[src/pkg/ufc_pkg.sv]
package ufc_pkg;

    // ****************************************************************
    // Bus geometry
    // ****************************************************************
    localparam int unsigned APB_AW = 18;
    localparam int unsigned DATA_W = 32;
    localparam int unsigned REG_W  = 8;
    localparam int unsigned FN_W   = 11;

    // ****************************************************************
    // Register indices (byte address = index * 4)
    // ****************************************************************
    localparam logic [15:0] IDX_AUX     = 16'hFFF9;
    localparam logic [15:0] IDX_FN_HIGH = 16'hFFFA;
    localparam logic [15:0] IDX_FN_LOW  = 16'hFFFB;
    localparam logic [15:0] IDX_CTRL    = 16'hFFFC;
    localparam logic [15:0] IDX_MASK    = 16'hFFFD;
    localparam logic [15:0] IDX_STATUS  = 16'hFFFE;
    localparam logic [15:0] IDX_VECTOR  = 16'hFFFF;

    // ****************************************************************
    // Control register fields
    // ****************************************************************
    localparam int unsigned CTL_CONNECT = 7;
    localparam int unsigned CTL_FEN     = 6;
    localparam int unsigned CTL_WAKEUP  = 5;
    localparam int unsigned CTL_SCOPE   = 4;
    localparam int unsigned CTL_CONFIRM = 0;
    localparam logic [7:0]  CTL_RESET   = 8'h00;

    // ****************************************************************
    // Event positions, shared by status and mask
    // ****************************************************************
    localparam int unsigned EV_BUS_RESET = 7;
    localparam int unsigned EV_SUSPEND   = 6;
    localparam int unsigned EV_RESUME    = 5;
    localparam int unsigned EV_SOF       = 4;
    localparam int unsigned EV_PSEUDO_FRAME_START      = 3;
    localparam int unsigned EV_SETUP     = 2;
    localparam int unsigned EV_OVERWRITE = 0;
    localparam logic [7:0]  EV_IMPL      = 8'hFD;
    localparam logic [7:0]  MASK_RESET   = 8'h00;

    // ****************************************************************
    // Auxiliary status fields
    // ****************************************************************
    localparam int unsigned AUX_SPURIOUS = 0;
    localparam int unsigned AUX_LOCKED   = 1;
    localparam int unsigned AUX_USB_RST  = 2;
    localparam logic [10:0] FN_RESET     = 11'h000;

endpackage

[src/pkg/ufc_evt_if.sv]
`timescale 1ns/1ps
// Event and frame signals between the register bank and its helpers
interface ufc_evt_if;
    logic [7:0]  evt_set;
    logic        flag_clr;
    logic [7:0]  flags;
    logic        sof;
    logic        pseudo_frame_start;
    logic        locked;
    logic [10:0] sof_fn;
    logic [10:0] frame_no;

    modport bank  (output evt_set, flag_clr, sof, pseudo_frame_start, locked, sof_fn,
                   input flags, frame_no);
    modport flag  (input evt_set, flag_clr, output flags);
    modport frame (input sof, pseudo_frame_start, locked, sof_fn, output frame_no);
endinterface

[src/rtl/ufc_event_flags.sv]
`timescale 1ns/1ps
module ufc_event_flags
    import ufc_pkg::*;
(
    input  wire logic clk_i,
    input  wire logic rst_b_i,
    ufc_evt_if.flag   ev
);

    logic [7:0] flags_r;

    // Sticky flags; a new event beats a same-cycle clear
    always_ff @(posedge clk_i) begin
        if (!rst_b_i) begin
            flags_r <= 8'h00;
        end else begin
            flags_r <= ((flags_r & ~{8{ev.flag_clr}}) | ev.evt_set) & EV_IMPL;
        end
    end

    assign ev.flags = flags_r;

endmodule // ufc_event_flags

[src/rtl/ufc_frame_counter.sv]
`timescale 1ns/1ps
module ufc_frame_counter
    import ufc_pkg::*;
(
    input  wire logic clk_i,
    input  wire logic rst_b_i,
    ufc_evt_if.frame  ev
);

    logic [10:0] frame_r;

    // Host value wins; free-run only while unlocked
    always_ff @(posedge clk_i) begin
        if (!rst_b_i) begin
            frame_r <= FN_RESET;
        end else if (ev.sof) begin
            frame_r <= ev.sof_fn;
        end else if (ev.pseudo_frame_start && !ev.locked) begin
            frame_r <= frame_r + 11'h001;  // Wraps at 2047 like the host count
        end
    end

    assign ev.frame_no = frame_r;

endmodule // ufc_frame_counter

[src/rtl/ufc_regs.sv]
`timescale 1ns/1ps
// Function
// - one mask bit per USB event gates that event's interrupt
// - connect bit drives pull-up enable; USB reset leaves it alone
// - function-enable gates transactions and clears on USB reset
// - wake-up bit requests upstream resume signalling
// - scope bit widens USB reset to wake-up, mask and core reset, sparing connect, scope and confirm
// - scope bit also drives external reset during USB reset
// - shadow clear needs confirm bit first, else counted spurious
// - confirm bit survives USB reset
// - low frame byte tracks bits 7:0 of SOF frame number
// - unlocked timer increments frame number on pseudo SOF
// - hardware sets event flags; vector write clears all
// - upper three frame bits sit in separate high byte
module ufc_regs
    import ufc_pkg::*;
(
    input  wire logic                 clk_i,
    input  wire logic                 rst_b_i,
    // APB slave
    input  wire logic                 psel_i,
    input  wire logic                 penable_i,
    input  wire logic                 pwrite_i,
    input  wire logic [APB_AW-1:0]    paddr_i,
    input  wire logic [DATA_W-1:0]    pwdata_i,
    output logic      [DATA_W-1:0]    prdata_o,
    output logic                      pready_o,
    output logic                      pslverr_o,
    // USB events from the serial engine, one-cycle pulses
    input  wire logic                 bus_reset_event_i,
    input  wire logic                 suspend_event_i,
    input  wire logic                 resume_event_i,
    input  wire logic                 sof_event_i,
    input  wire logic                 pseudo_frame_start_i,
    input  wire logic                 setup_event_i,
    input  wire logic                 setup_overwrite_event_i,
    input  wire logic [FN_W-1:0]      sof_frame_number_i,
    input  wire logic                 frame_timer_locked_i,
    input  wire logic                 usb_reset_i,
    // Shadow-ROM clear attempt from the memory config register
    input  wire logic                 shadow_clear_req_i,
    // Controls toward the rest of the chip
    output logic                      usb_irq_o,
    output logic                      dplus_pullup_out_o,
    output logic                      dplus_pullup_oe_o,
    output logic                      function_enable_bit_o,
    output logic                      remote_wakeup_request_o,
    output logic                      external_reset_out_o,
    output logic                      core_reset_req_o,
    output logic                      shadow_clear_grant_o
);

    // ****************************************************************
    // Local state
    // ****************************************************************
    ufc_evt_if ev ();

    logic                connect_r;
    logic                fen_r;
    logic                wakeup_r;
    logic                scope_r;
    logic                confirm_r;
    logic [7:0]          mask_r;
    logic                spurious_r;
    logic                ext_rst_r;
    logic                core_rst_r;
    logic                grant_r;
    logic [DATA_W-1:0]   prdata_r;
    logic [DATA_W-1:0]   rd_nxt;
    logic [15:0]         idx;
    logic                hit;
    logic                setup_ph;
    logic                access_ph;
    logic                wr_en;
    logic                wr_ctrl;
    logic                wr_mask;
    logic                wr_vector;
    logic                wr_aux;
    logic                scoped_rst;
    logic [7:0]          ctrl_view;
    logic [7:0]          aux_view;

    // ****************************************************************
    // APB decode
    // ****************************************************************

    // Word index; the low two address bits are ignored
    assign idx       = paddr_i[APB_AW-1:2];
    assign setup_ph  = psel_i && !penable_i;
    assign access_ph = psel_i && penable_i;

    // Known registers; anything else answers with an error
    always_comb begin
        unique case (idx)
            IDX_AUX,
            IDX_FN_HIGH,
            IDX_FN_LOW,
            IDX_CTRL,
            IDX_MASK,
            IDX_STATUS,
            IDX_VECTOR: hit = 1'b1;
            default:    hit = 1'b0;
        endcase
    end

    // Zero wait states; a single-cycle access phase is enough here
    assign pready_o  = 1'b1;
    assign pslverr_o = access_ph && !hit;

    // Writes land only in the access phase of a mapped address
    assign wr_en     = access_ph && pwrite_i && hit;
    assign wr_ctrl   = wr_en && (idx == IDX_CTRL);
    assign wr_mask   = wr_en && (idx == IDX_MASK);
    assign wr_vector = wr_en && (idx == IDX_VECTOR);
    assign wr_aux    = wr_en && (idx == IDX_AUX);

    // ****************************************************************
    // USB reset scope
    // ****************************************************************

    assign scoped_rst = usb_reset_i && scope_r;

    always_ff @(posedge clk_i) begin
        if (!rst_b_i) begin
            ext_rst_r <= 1'b0;
        end else begin
            ext_rst_r <= scoped_rst;
        end
    end

    always_ff @(posedge clk_i) begin
        if (!rst_b_i) begin
            core_rst_r <= 1'b0;
        end else begin
            core_rst_r <= scoped_rst;
        end
    end

    // ****************************************************************
    // Control register
    // ****************************************************************

    always_ff @(posedge clk_i) begin
        if (!rst_b_i) begin
            connect_r <= CTL_RESET[CTL_CONNECT];
        end else if (wr_ctrl) begin
            connect_r <= pwdata_i[CTL_CONNECT];
        end
    end

    always_ff @(posedge clk_i) begin
        if (!rst_b_i) begin
            fen_r <= CTL_RESET[CTL_FEN];
        end else if (usb_reset_i) begin
            fen_r <= 1'b0;  // Reset beats a same-cycle firmware write
        end else if (wr_ctrl) begin
            fen_r <= pwdata_i[CTL_FEN];
        end
    end

    // firmware or a scoped USB reset clears it; no timeout enforced here
    always_ff @(posedge clk_i) begin
        if (!rst_b_i) begin
            wakeup_r <= CTL_RESET[CTL_WAKEUP];
        end else if (scoped_rst) begin
            wakeup_r <= 1'b0;
        end else if (wr_ctrl) begin
            wakeup_r <= pwdata_i[CTL_WAKEUP];
        end
    end

    always_ff @(posedge clk_i) begin
        if (!rst_b_i) begin
            scope_r <= CTL_RESET[CTL_SCOPE];
        end else if (wr_ctrl) begin
            scope_r <= pwdata_i[CTL_SCOPE];
        end
    end

    always_ff @(posedge clk_i) begin
        if (!rst_b_i) begin
            confirm_r <= CTL_RESET[CTL_CONFIRM];
        end else if (wr_ctrl) begin
            confirm_r <= pwdata_i[CTL_CONFIRM];
        end
    end

    // Reserved control bits read as zero
    always_comb begin
        ctrl_view              = 8'h00;
        ctrl_view[CTL_CONNECT] = connect_r;
        ctrl_view[CTL_FEN]     = fen_r;
        ctrl_view[CTL_WAKEUP]  = wakeup_r;
        ctrl_view[CTL_SCOPE]   = scope_r;
        ctrl_view[CTL_CONFIRM] = confirm_r;
    end

    // ****************************************************************
    // Shadow-ROM clear guard
    // ****************************************************************

    always_ff @(posedge clk_i) begin
        if (!rst_b_i) begin
            grant_r <= 1'b0;
        end else begin
            grant_r <= shadow_clear_req_i && confirm_r;
        end
    end

    always_ff @(posedge clk_i) begin
        if (!rst_b_i) begin
            spurious_r <= 1'b0;
        end else if (shadow_clear_req_i && !confirm_r) begin
            spurious_r <= 1'b1;  // New attempt wins over a clear
        end else if (wr_aux && pwdata_i[AUX_SPURIOUS]) begin
            spurious_r <= 1'b0;
        end
    end

    always_comb begin
        aux_view               = 8'h00;
        aux_view[AUX_SPURIOUS] = spurious_r;
        aux_view[AUX_LOCKED]   = frame_timer_locked_i;
        aux_view[AUX_USB_RST]  = usb_reset_i;
    end

    // ****************************************************************
    // Interrupt mask and event flags
    // ****************************************************************

    // reserved bit 1 held at zero
    always_ff @(posedge clk_i) begin
        if (!rst_b_i) begin
            mask_r <= MASK_RESET;
        end else if (scoped_rst) begin
            mask_r <= MASK_RESET;
        end else if (wr_mask) begin
            mask_r <= pwdata_i[7:0] & EV_IMPL;
        end
    end

    always_comb begin
        ev.evt_set               = 8'h00;
        ev.evt_set[EV_BUS_RESET] = bus_reset_event_i;
        ev.evt_set[EV_SUSPEND]   = suspend_event_i;
        ev.evt_set[EV_RESUME]    = resume_event_i;
        ev.evt_set[EV_SOF]       = sof_event_i;
        ev.evt_set[EV_PSEUDO_FRAME_START]      = pseudo_frame_start_i;
        ev.evt_set[EV_SETUP]     = setup_event_i;
        ev.evt_set[EV_OVERWRITE] = setup_overwrite_event_i;
    end

    assign ev.flag_clr = wr_vector;

    ufc_event_flags u_flags (
        .clk_i   (clk_i),
        .rst_b_i (rst_b_i),
        .ev      (ev.flag)
    );

    assign usb_irq_o = |(ev.flags & mask_r);

    // ****************************************************************
    // Frame number
    // ****************************************************************

    assign ev.sof    = sof_event_i;
    assign ev.pseudo_frame_start   = pseudo_frame_start_i;
    assign ev.locked = frame_timer_locked_i;
    assign ev.sof_fn = sof_frame_number_i;

    ufc_frame_counter u_frame (
        .clk_i   (clk_i),
        .rst_b_i (rst_b_i),
        .ev      (ev.frame)
    );

    // ****************************************************************
    // Read path
    // ****************************************************************

    // Read mux; vector register reads as zero
    always_comb begin
        rd_nxt = '0;
        unique case (idx)
            IDX_AUX:     rd_nxt[7:0] = aux_view;
            IDX_FN_HIGH: rd_nxt[2:0] = ev.frame_no[10:8];
            IDX_FN_LOW:  rd_nxt[7:0] = ev.frame_no[7:0];
            IDX_CTRL:    rd_nxt[7:0] = ctrl_view;
            IDX_MASK:    rd_nxt[7:0] = mask_r;
            IDX_STATUS:  rd_nxt[7:0] = ev.flags;
            default:     rd_nxt      = '0;
        endcase
    end

    // Captured in setup so data is stable through access
    always_ff @(posedge clk_i) begin
        if (!rst_b_i) begin
            prdata_r <= '0;
        end else if (setup_ph && !pwrite_i) begin
            prdata_r <= rd_nxt;
        end
    end

    assign prdata_o = prdata_r;

    // ****************************************************************
    // Outputs
    // ****************************************************************

    assign dplus_pullup_out_o      = connect_r;
    assign dplus_pullup_oe_o       = connect_r;
    assign function_enable_bit_o   = fen_r;
    assign remote_wakeup_request_o = wakeup_r;
    assign external_reset_out_o    = ext_rst_r;
    assign core_reset_req_o        = core_rst_r;
    assign shadow_clear_grant_o    = grant_r;

endmodule // ufc_regs

[config.mk]
export PLATFORM = sky130hd
export DESIGN_NAME = ufc_regs
export DESIGN_NICKNAME = d
export VERILOG_FILES = /design/src/pkg/ufc_pkg.sv /design/src/pkg/ufc_evt_if.sv /design/src/rtl/ufc_event_flags.sv /design/src/rtl/ufc_frame_counter.sv /design/src/rtl/ufc_regs.sv
export SDC_FILE = /design/constraint.sdc
export NUM_CORES = 1
export LEC_CHECK = 0
export BUFFER_PORTS_ARGS = -buffer_cell sky130_fd_sc_hd__buf_2
export CAP_MARGIN = 30
export CORE_MARGIN = 4
export CORE_UTILIZATION = 45
export CTS_BUF_LIST = sky130_fd_sc_hd__clkbuf_4
export CTS_CLUSTER_DIAMETER = 100
export DETAILED_ROUTE_END_ITERATION = 12
export GPL_TIMING_DRIVEN = 1
export PLACE_DENSITY = 0.8
export SLEW_MARGIN = 20
export SYNTH_ARGS = -nofsm -noshare
export SYNTH_HDL_FRONTEND = slang
export SYNTH_SLANG_ARGS = --single-unit
[constraint.sdc]
create_clock -name clk_i -period 3.1 [get_ports clk_i]
set_input_delay 0.155 -clock clk_i [delete_from_list [all_inputs] [get_ports clk_i]]
set_output_delay 0.155 -clock clk_i [all_outputs]
set_load 0.005 [all_outputs]
# After elaboration in Yosys (flattened, before gate mapping)
# Cells that the tools add are included.
# word_totals
rom_bits	0
mem_bits_rw	0
reg_bits	42
out_inout_bits	42
in_bits	76
memories	0
wordCells	59
latchBits	0
# op_classes
div	0
add_sub_neg	1
muxes	7
shifts	0
n_reduce_logical	26
n_mul	0
bitwise_logic	5
n_eq_ne	7
n_lt_le_gt_ge	0
# op_table
cell	count
equality test 16 bit (second input constant)	7
2-to-1 mux 11 bit	2
case mux 5 bit (4 select lines)	1
case mux 3 bit (6 select lines)	1
AND 8 bit	2
logical AND 1 bit	15
adder 11 x 1 -> 11 bit (second input constant)	1
NOT 8 bit	1
bitwise OR 8 bit	1
OR reduction 8 bit	1
OR reduction 7 bit	1
logical NOT 1 bit	5
nonzero test 2 bit	2
OR reduction 2 bit	2
2-to-1 mux 1 bit	3
NOT 1 bit	1

# Logic depth before layout (Yosys ltp)
# Gate-level depths: netlist (run 1).
# depth
depth_word	8
mapped_depth	5
depth_no_buf	5

# Hierarchy
# A second synthesis (run 1) with hierarchy kept.
# hier_totals
cells_unflattened	278
area_unflattened_um2	2373.5
# modules_own_cells
module	area_each_um2	seq_area_each_um2	n_inst	cells_each
ufc_regs	1463.9	460.4	1	176
ufc_frame_counter	661.9	220.2	1	79
ufc_event_flags	247.7	140.1	1	23

# Least setup slack after synthesis (run 1)
# Ideal clock, no wire load.
# synth_timing
kind	input -> register
start	in paddr_i[13]
end	reg prdata_r[3], in the netlist prdata_o[3]
stages	4
setup_slack_ps	1665
required_ps	3031
arrival_ps	1366
setup_time_ps	69
n_path_buf	0
cell_sequence	nand4_1 -> or4_4 -> or3_4 -> o21ai_1
# synth_between
elab_chain_len	2
elab_cells_between_ends	5
cone_classes	eq/ne: 4; mux: 1
# synth_rtl
item	line_no	source
start: declaration	ufc_regs.sv:24	input wire logic [APB_AW-1:0] paddr_i,
equality test 16 bit	ufc_regs.sv:285	unique case (idx)
case mux 5 bit (4 select lines) (*)	ufc_regs.sv:285	
end signal: assignment	ufc_regs.sv:301	prdata_r <= rd_nxt;
end: declaration	ufc_regs.sv:68	logic [DATA_W-1:0] prdata_r;
# Mark *: on every way between the ends. The rest lies on a longest branch, timed or not.
# A chain may end at the register's enable or synchronous reset.

# Worst setup path in the final report (run 1)
# layout_timing
start	in paddr_i[13]
end	out pslverr_o
# layout_between
elab_chain_len	5
elab_cells_between_ends	11
cone_classes	eq/ne: 7; mux: 1; reduce/logical: 3
# layout_rtl
item	line_no	source
equality test 16 bit	ufc_regs.sv:94	unique case (idx)
OR reduction 7 bit (*)	ufc_regs.sv:94	
2-to-1 mux 1 bit (*)	ufc_regs.sv:94	
logical NOT 1 bit (*)	ufc_regs.sv:108	assign pslverr_o = access_ph && !hit;
logical AND 1 bit (*)	ufc_regs.sv:108	
end: declaration	ufc_regs.sv:28	output logic pslverr_o,
# Marks and branches as above.

==> results of run 1 <==
[sequential cells by signal (all words and copies together) (netlist names)]
register                 flops
dplus_pullup_oe_o            1
mask_r                       7
remote_wakeup_request_o      1
u_frame.ev.frame_no         11
confirm_r                    1
u_flags.ev.flags             7
prdata_o                     8
function_enable_bit_o        1
scope_r                      1
spurious_r                   1
shadow_clear_grant_o         1
core_reset_req_o             1
[synth_stat cells, types with 2 or more instances]
master / count
xor2_1: 5
buf_2: 2
clkbuf_1: 9
a22oi_1: 7
and3_1: 3
o2bb2ai_1: 4
nand2b_1: 2
conb_1: 2
nor3b_1: 2
nor2_1: 9
mux2_2: 2
o31ai_1: 2
o21ai_0: 20
a21oi_1: 19
nand4_1: 6
a22o_1: 8
nor3_1: 4
nor2b_1: 4
o21ai_1: 5
inv_1: 6
xnor2_1: 6
mux2i_1: 9
a211oi_1: 3
dfxtp_1: 41
nand3_1: 18
buf_4: 27
nand2_1: 19
[per-stage QoR]
step	util (%)	hold slack (ns)	area [µm²]	worst slack, ns	instances
4_1_cts	53.48	0.0002571	2526	1.616	388
3_3_place_gp	52.11	0.3721	2461	1.409	379
5_1_grt	53.48	0.008322	2526	1.445	388
6_report	53.48	0.01179	2526	1.603	388
2_1_floorplan	-	0.2335	2291	1.665	284
3_5_place_dp	52.11	0.3702	2461	1.378	379
[kinds of logic after synthesis]
group,after synthesis
other cells,2
buf+inv,44
mux,11
xor+xnor,11
compound gates,77
fa+ha+maj,1
flops,41
simple gates,74
[routing by layer]
layer	vias to the layer above	track usage, %
met5	-	0
met2	100	31.08
met1	975	23.40
met4	0	8.042
met3	15	3.712
li1	1025	-
[worst paths after layout]
kind                                                     startpoint                                    to  slack, ns  cells past startpoint
worst max register to register  u_frame.ev.frame_no[2]$_SDFFE_PN0P_  u_frame.ev.frame_no[10]$_SDFFE_PN0P_       1.64                      4
worst max-delay path                                    paddr_i[13]                             pslverr_o       1.60                      7
worst min register to register             prdata_o[5]$_SDFFE_PN0P_              prdata_o[5]$_SDFFE_PN0P_       0.45                      2
worst min-delay path                          sof_frame_number_i[1]   u_frame.ev.frame_no[1]$_SDFFE_PN0P_       0.01                      2
[where the power goes]
part	switching, mW	internal [mW]	total, mW
combinational	0.0738	0.0588	0.133
clock	0.169	0.0952	0.264
sequential	0.0213	0.547	0.568
[placed cells by master (no fill, tap or decap), drive strengths merged, types with 4 or more instances in the layout]
cell and instances:
buf 66, dfxtp 41, conb 25, o21ai 25, nand2 19, a21oi 19, nand3 18, mux2i 9
nor2 9, a22o 8, a22oi 7, nand4 6, inv 6, xnor2 6, clkbuf 6, xor2 5
nor2b 4, nor3 4, o2bb2ai 4
[area by class of cell]
class	count	area (µm²)
Sequential cell	41	820.8
Clock inverter	2	10.01
Clock buffer	6	45.04
Fill cell	457	2197
Tap cell	67	83.83
Multi-Input combinational cell	199	1201
Inverter	6	22.52
Timing Repair Buffer	67	342.8
[worst max-delay path, cell delays in order]
cell and delay, ns:
buf_2 0.08, nand4_1 0.14, nor4_2 0.29, buf_4 0.25, o31ai_1 0.11, and3_1 0.19, buf_2 0.12
==> impl_metrics.yaml, run 1 <==
routing:
  drc_errors: 0
  dr_total_vias: 2115
  met3_length_um: 464
  routed_wl_mm: 5.685
  wl_per_cell_um: 14.65
  dr.pass1.iters: 5
  met2_length_mm: 2.701
  top_layer: "met4"
  final_antenna_net_count: 0
  avgViaCountPerCell: 5.451
  drtIter0Drc: 157
  wl_met1_mm: 2.375
synth:
  synthSimpleGateAreaFrac_pct: 17.65
  avgSynthCellArea_um2: 8.447
  synth_area_mm2: 0.002205
  synth_xor_area_share_pct: 4.370
  ys.flop_type: "dfxtp_1"
  synth_top_family_by_area: "compound AO/OA/AOI/OAI gates"
  synth_edf_count: 0
  muxShareOfSynthArea_pct: 5.108
  synthCells: 261
  synth-compound-area-share_pct: 22.53
  synth_area_leader_cell: "dfxtp_1"
  synth_top_area_share_pct: 37.23
  synthAdderAreaFrac_pct: 0.5675
  seq_area_frac_synth_pct: 37.23
  ys_ff_latch: 41
  synth_cell_type_count: 44
  ys_async_sr_fraction_pct: 0
  synth_warnings: 0
  synth_area_leaders: "dfxtp_1 (37%), buf_4 (9.2%), o21ai_0 (4.5%), a21oi_1 (4.3%), mux2i_1 (4.1%)"
global_routing:
  gr-usage-all-layers_pct: 18.69
  antenna_found_initial: 0
  grt_pass1_wl_mm: 9.177
  grt_max_degree: 22
  grt_overflow: 0
  grt_pass1_vias: 1975
setup_path:
  worstPathArrival_ns: 1.34
  path_class: "in -> out"
  crit_fanout: 16
  cp-end-kind: "primary output"
  cp.required_ns: 2.94
  cp-start-kind: "input port"
timing:
  tightest_slew_ns: 0.8597
  period_share_pct: 48.28
  finalClockSkew_ns: 0.01058
  max_freq_mhz: 668.2
  finalSetupViolCount: 0
  tns_ns: 0
  slew_headroom_pct: 42.24
  drv_slew: 0
  fin_crit_ns: 1.497
  hold_viol: 0
  rsz0062_at_grt: "no"
hold_path:
  hp-class: "in -> reg"
power_and_ir_drop:
  power_leakage_nw: 1.078
  p_per_area_mw_per_mm2: 381.7
  power.total_uw: 964.3
  vdd_ir_drop_max_v: 0.0002347
final_layout:
  area_delta_synth_final_pct: 14.59
  nNetsFinal: 397
  antenna_cells: 0
  drive_above_1_share_pct: 24.61
cts:
  clock_latency_ns: 0.35
  post_cts_buffers: 0
  clk_path_buf_depth: 2
  cts_resized: 0
  cts_buffers: 5
  htreeDepth: 2
  cts.sinks: 41
  clkTransAtPathRegs_ns: 0.12
  cts_hold_buffers: 1
  cts_tree: "yes"
  cts-root-buf: "clkbuf_4"
outcome:
  status: "complete, no violations"
floorplan:
  die_y_um: 78.00
  rows: 25
  ios: 118
  start_util_pct: 46.68
  die_area_mm2: 0.006083
  core-area_mm2: 0.004723
  die_x_um: 78.00
run:
  cap_violations: 0
placed_design:
  globalplace.congestion: 0.8860
  dp_hpwl_mm: 4.292
  io_buffers: 65
(Power assumes the default switching activity.)
==> inputs of run 2 (changes only) <==
ABC_AREA = 1   (was default)
PLACE_DENSITY = 0.78   (was 0.8)
clock period = 1.4 ns   (was 3.1 ns; I/O delays follow)
==> run 2 against run 1 <==
  * The flow now finishes with violations (negative setup slack)
  * Global-route usage grew 1.9 points
  * Register-to-register slack worse by 1.6 ns
  * Clock power grew to 3.0 times the previous value
  * Sequential power rose by 120%
  * Die area increased by 11%
  * Critical path type is now reg -> out
  * Largest power group unchanged
==> impl_metrics.yaml, run 2 <==
final_layout:
  drive_above_1_share_pct: 26.42
  fin_util_pct: 62.52
  largest_reg_flops: 11
  fin_cells: 562
  mostFrequentLayoutCells: "nand2_1 (103), buf_2 (65), inv_1 (48), nor2_1 (45), dfxtp_1 (37)"
  nNetsFinal: 568
  fillCellCount: 501
  antenna_cells: 0
  layout_commonest_cell: "nand2_1"
  area_delta_synth_final_pct: 31.84
synth:
  synth_cell_type_count: 28
  yosysMostFrequentCell: "nand2_1"
  synthCells: 388
  synth_edf_count: 0
  ys.flop_type: "dfxtp_1"
  synth_top_area_share_pct: 33.05
  synth.top_cells.by_count: "nand2_1 (104), inv_1 (48), nor2_1 (48)"
  ys_ff_latch: 41
  synth_area_leader_cell: "dfxtp_1"
  avgSynthCellArea_um2: 6.401
  seq_area_frac_synth_pct: 33.05
  synth_warnings: 0
  ys_async_sr_fraction_pct: 0
  synth_area_leaders: "dfxtp_1 (33%), nand2_1 (16%), buf_4 (8.2%), inv_1 (7.3%), nor2_1 (7.3%)"
  synth_area_mm2: 0.002484
timing:
  fin_crit_ns: 1.434
  period_share_pct: 102.5
  whs_ns: 0.02566
  hold_viol: 0
  drv_slew: 0
  finalSetupViolCount: 1
  finalClockSkew_ns: 0.007248
  tns_ns: -0.03430
  max_freq_mhz: 697.2
  rsz0062_at_grt: "yes"
  fin_ws_ns: -0.03430
routing:
  wl_per_cell_um: 11.62
  final_antenna_net_count: 0
  dr.pass1.iters: 4
  routed_wl_mm: 6.529
  dr_total_vias: 2629
  drc_errors: 0
  drtIter0Drc: 119
  avgViaCountPerCell: 4.678
cts:
  cts-root-buf: "clkbuf_4"
  clk_path_buf_depth: 2
  cts.sinks: 41
  clkTransAtPathRegs_ns: 0.12
  cts_buffers: 5
  cts_tree: "yes"
  clock_latency_ns: 0.35
  htreeDepth: 2
global_routing:
  antenna_found_initial: 0
  grt_pass1_wl_mm: 10.67
  grt_pass1_vias: 2448
  grt_overflow: 0
  grt_max_degree: 14
  gr-usage-all-layers_pct: 20.56
setup_path:
  rrSetupSlack_ns: 0.03
  worstPathArrival_ns: 1.36
  r2r-start: "u_frame.ev.frame_no[1]$_SDFFE_PN0P_"
  path_class: "reg -> out"
  crit_fanout: 2
  reg2reg_depth: 9
  regToRegEndpoint: "u_frame.ev.frame_no[10]$_SDFFE_PN0P_"
  cp-end-kind: "primary output"
  cp.required_ns: 1.33
  cp-start-kind: "flip-flop"
placed_design:
  dp_hpwl_mm: 5.045
  io_buffers: 65
  dp_cells: 531
  globalplace.congestion: 0.8752
  place_ws_ns: -0.07766
floorplan:
  start_util_pct: 47.42
  ios: 118
  rows: 26
  die_y_um: 82.29
  die_x_um: 82.29
  die_area_mm2: 0.006772
  core-area_mm2: 0.005238
power_and_ir_drop:
  p_int_mw: 1.771
  switchingPower_uw: 619.2
  power_leakage_nw: 1.685
  vdd_ir_drop_max_v: 0.0006631
  p_per_area_mw_per_mm2: 730.1
  seqPwrFrac_pct: 52.1
  netSwitchingFraction_pct: 25.90
  pwr-share-clk_pct: 32.7
  p_comb_share_pct: 15.2
hold_path:
  holdPathStages: 3
  hp-class: "in -> reg"
  holdCritStartpoint: "sof_frame_number_i[3]"
  min_to: "u_frame.ev.frame_no[3]$_SDFFE_PN0P_"
outcome:
  status: "finished, violations left"
  violations: "negative setup slack"
run:
  cap_violations: 0
[run 2: area by class of cell]
type                            count  area, µm²  area share (%)
Sequential cell                    41      828.3           25.30
Clock inverter                      2      33.78           1.032
Timing Repair Buffer              106      695.7           21.25
Tap cell                           70      87.58           2.675
Multi-Input combinational cell    280       1370           41.84
Inverter                           57      214.0           6.534
Clock buffer                        6      45.04           1.376
[run 2: through the flow]
stage,area (µm²),power [mW]
finish,3274,2.391
global route,3274,2.501
CTS,3232,2.381
detailed placement,2885,1.555
global placement,2885,1.543
floorplan,2570,1.464
[run 2: cell families (layout without fill, tap and decap cells)]
group	after synthesis	count (layout)	synth area share (%)
and+or+nand+nor	185	185	32.39
buffers and inverters	90	171	17.98
AOI/OAI and AO/OA	63	63	13.65
DFF	41	41	33.05
xor gates and xnor gates	6	6	2.116
other	2	25	0.3024
adders and majority gates	1	1	0.5037
[run 2: worst max-delay path by stage]
stage	startpoint	to	cells past startpoint
6_report	mask_r[4]$_SDFFE_PP0P_	usb_irq_o	4
5_1_grt	u_flags.ev.flags[4]$_SDFF_PN0_	usb_irq_o	4
4_1_cts	mask_r[4]$_SDFFE_PP0P_	usb_irq_o	4
3_5_place_dp	u_frame.ev.frame_no[0]$_SDFFE_PN0P_	u_frame.ev.frame_no[10]$_SDFFE_PN0P_	9
3_3_place_gp	paddr_i[15]	u_flags.ev.flags[2]$_SDFF_PN0_	10
2_1_floorplan	u_frame.ev.frame_no[0]$_SDFFE_PN0P_	u_frame.ev.frame_no[10]$_SDFFE_PN0P_	9
[run 2: power by group through the flow]
stage / combinational (mW) / sequential [mW] / clock [mW]
floorplan: 0.206 / 1.26 / 0
global placement: 0.283 / 1.26 / 0
detailed placement: 0.292 / 1.26 / 0
global route: 0.411 / 1.25 / 0.838
CTS: 0.346 / 1.24 / 0.792
finish: 0.363 / 1.25 / 0.782
[run 2: timing repair]
action / 4_1_cts / 5_1_grt
pin swaps: 4 / 9
hold buffers: 22 / 0
endpoints found under the hold margin: 25 / 0
resized for setup: 12 / 11
endpoints found under the setup margin: 2 / 4
buffers inserted: 0 / 1
[run 2: layer usage]
layer / track usage [%] / up-vias / share of wire, %
met3: 3.471 / 14 / 5.2
met1: 24.18 / 1175 / 42
met4: 6.811 / 0 / 1.8
met2: 37.42 / 77 / 51
met5: 0 / - / 0
li1: - / 1363 / -
[run 2: critical path: stages (launching register included)]
cell and delay [ns]:
dfxtp_1 0.33, a22o_1 0.24, a221oi_2 0.17, nand4_1 0.12
buf_2 0.15
==> inputs of run 3 (changes only) <==
ABC_AREA = default   (was 1)
PLACE_DENSITY = 0.79   (was 0.78)
SYNTH_HIERARCHICAL = 1   (was default)
==> run 3 against run 2 <==
  * The run now ends clean
  * Design area decreased by 6.6%
  * Clock power down 18%
  * Sequential share of layout area is 1.9 points higher
  * Routed wire length increased by 0.25%
  * Critical path type unchanged
  * Synthesized area is 4.4% lower
  * Global-route usage shrank 0.32 points
  * Sequential power barely moved
  * Synthesized cell count fell by 28%
  * First-iteration DRC count increased by 110%
  * Cell count decreased by 20%
  * Critical path depth fell by 1
  * Combinational power is 4% higher
==> impl_metrics.yaml, run 3 <==
final_layout:
  drive_above_1_share_pct: 29.89
  nNetsFinal: 454
  stdcell_area_mm2: 0.003058
  area_delta_synth_final_pct: 28.83
  antenna_cells: 0
  fin_cells: 448
  mostFrequentLayoutCells: "buf_2 (65), dfxtp_1 (34), conb_1 (26), buf_4 (26), nand2_1 (20)"
  layout_commonest_cell: "buf_2"
  largest_reg_flops: 11
  fin_util_pct: 59.87
synth:
  ys_ff_latch: 41
  seq_area_frac_synth_pct: 34.58
  ys.flop_type: "dfxtp_1"
  avgSynthCellArea_um2: 8.538
  yosysMostFrequentCell: "dfxtp_1"
  ys_async_sr_fraction_pct: 0
  synth_warnings: 6
  synth_edf_count: 0
  synth_area_leaders: "dfxtp_1 (35%), buf_4 (8.9%), mux2i_1 (5.9%), nor2b_1 (4.2%), o21ai_0 (3.6%)"
  synth_top_area_share_pct: 34.58
  synth_area_leader_cell: "dfxtp_1"
  synthCells: 278
  synth_cell_type_count: 53
  synth.top_cells.by_count: "dfxtp_1 (41), buf_4 (28), nand2_1 (21)"
  synth_area_mm2: 0.002374
cts:
  clkTransAtPathRegs_ns: 0.12
  clock_latency_ns: 0.36
  cts.sinks: 41
  cts_tree: "yes"
  cts-root-buf: "clkbuf_4"
  clk_path_buf_depth: 2
  htreeDepth: 2
  cts_buffers: 5
  post_cts_buffers: 0
hold_path:
  hp-class: "in -> reg"
power_and_ir_drop:
  vdd_ir_drop_max_v: 0.0004158
  netSwitchingFraction_pct: 26.84
  power_leakage_nw: 1.407
  seqPwrFrac_pct: 55.2
  power.total_mw: 2.267
  switchingPower_uw: 608.4
  p_comb_share_pct: 16.7
  p_per_area_mw_per_mm2: 741.2
  p_int_mw: 1.658
  pwr-share-clk_pct: 28.2
placed_design:
  dp_cells: 424
  place_ws_ns: -0.1766
  dp_hpwl_mm: 5.016
  globalplace.congestion: 0.9150
  placed_cell_area_mm2: 0.002821
  io_buffers: 65
floorplan:
  die_y_um: 80.63
  die_x_um: 80.63
  die_area_mm2: 0.006500
  rows: 26
  start_util_pct: 46.47
  core-area_mm2: 0.005107
  ios: 118
timing:
  period_share_pct: 99.26
  drv_slew: 0
  max_freq_mhz: 719.6
  fin_crit_ns: 1.390
  fin_ws_ns: 0.01032
  finalSetupViolCount: 0
  tns_ns: 0
  whs_ns: 0.01230
  rsz0062_at_grt: "yes"
  finalClockSkew_ns: 0.01134
  hold_viol: 0
outcome:
  status: "complete, no violations"
routing:
  routed_wl_mm: 6.545
  dr_total_vias: 2457
  drc_errors: 0
  wl_per_cell_um: 14.61
  drtIter0Drc: 247
  avgViaCountPerCell: 5.484
  final_antenna_net_count: 0
  dr.pass1.iters: 6
setup_path:
  crit_fanout: 3
  path_class: "reg -> out"
  regToRegEndpoint: "prdata_o[1]$_SDFFE_PN0P_"
  critPathBufInv: 1
  worstPathArrival_ns: 1.32
  path_depth: 3
  cp.required_ns: 1.33
  cp-start-kind: "flip-flop"
  reg2reg_depth: 6
  worstPathCellList: "a222oi_1, nand3_1, buf_2"
  rrSetupSlack_ns: 0.08
  slowest_delay_ns: 0.35
  cp-startpoint: "mask_r[4]$_SDFFE_PP0P_"
  cp-end-kind: "primary output"
  critPathTopFamily: "flip-flops"
  critPathSlowestCell: "dfxtp_2"
  crit_end: "usb_irq_o"
  r2r-start: "u_frame/ev.frame_no[1]$_SDFFE_PN0P_"
global_routing:
  gr-usage-all-layers_pct: 20.23
  grt_max_degree: 27
  grt_pass1_vias: 2305
  antenna_found_initial: 0
  grt_overflow: 0
  grt_pass1_wl_mm: 10.25
run:
  cap_violations: 0
run 3: worst min-delay path by stage:
stage,endpoint,cells after the start,from
after floorplan,function_enable_bit_o$_SDFFE_PP0P_,1,usb_reset_i
after global placement,u_flags/ev.flags[7]$_SDFF_PN0_,2,bus_reset_event_i
after detailed placement,u_flags/ev.flags[7]$_SDFF_PN0_,2,bus_reset_event_i
after CTS,mask_r[0]$_SDFFE_PP0P_,3,pwdata_i[0]
after global routing,u_frame/ev.frame_no[4]$_SDFFE_PN0P_,3,sof_frame_number_i[4]
final,mask_r[0]$_SDFFE_PP0P_,3,pwdata_i[0]
run 3: repair_timing:
action                                 4_1_cts  5_1_grt
gates resized for setup                      0       10
endpoints found under the hold margin       20        0
hold buffers                                16        0
setup endpoints to repair                    0        8
run 3: layer usage:
layer	share of wire [%]	up-vias	track usage (%)	wire length, µm
met3	8.6	20	4.372	564
met4	2.2	0	8.784	144
met1	41	1130	23.17	2656
met2	49	132	35.84	3180
met5	0	-	0	0
li1	-	1175	-	-
run 3: kinds of logic after synthesis:
kind of cell / count (synthesis) / share of synthesized area (%)
fa+ha+maj: 1 / 0.5271
other cells: 3 / 0.4744
xor+xnor: 3 / 1.107
compound gates: 63 / 19.14
mux: 15 / 6.378
simple gates: 108 / 25.88
buf+inv: 44 / 11.91
flops: 41 / 34.58
run 3: cell type report:
cell class,count,area (µm²)
Clock buffer,8,60.06
Fill cell,480,2049
Inverter,6,22.52
Timing Repair Buffer,107,680.7
Multi-Input combinational cell,216,1375
Tap cell,70,87.58
Sequential cell,41,832.0
run 3: power groups by stage:
stage	sequential (mW)	clock (mW)	combinational, mW
after floorplan	1.27	0	0.240
after global placement	1.27	0	0.327
after detailed placement	1.27	0	0.334
after CTS	1.25	0.649	0.369
after global routing	1.26	0.693	0.417
final	1.25	0.639	0.378
run 3: tightest hold or removal path, stage by stage:
cell and delay, ns:
buf_2 0.13, mux2i_1 0.07, nor2_1 0.07
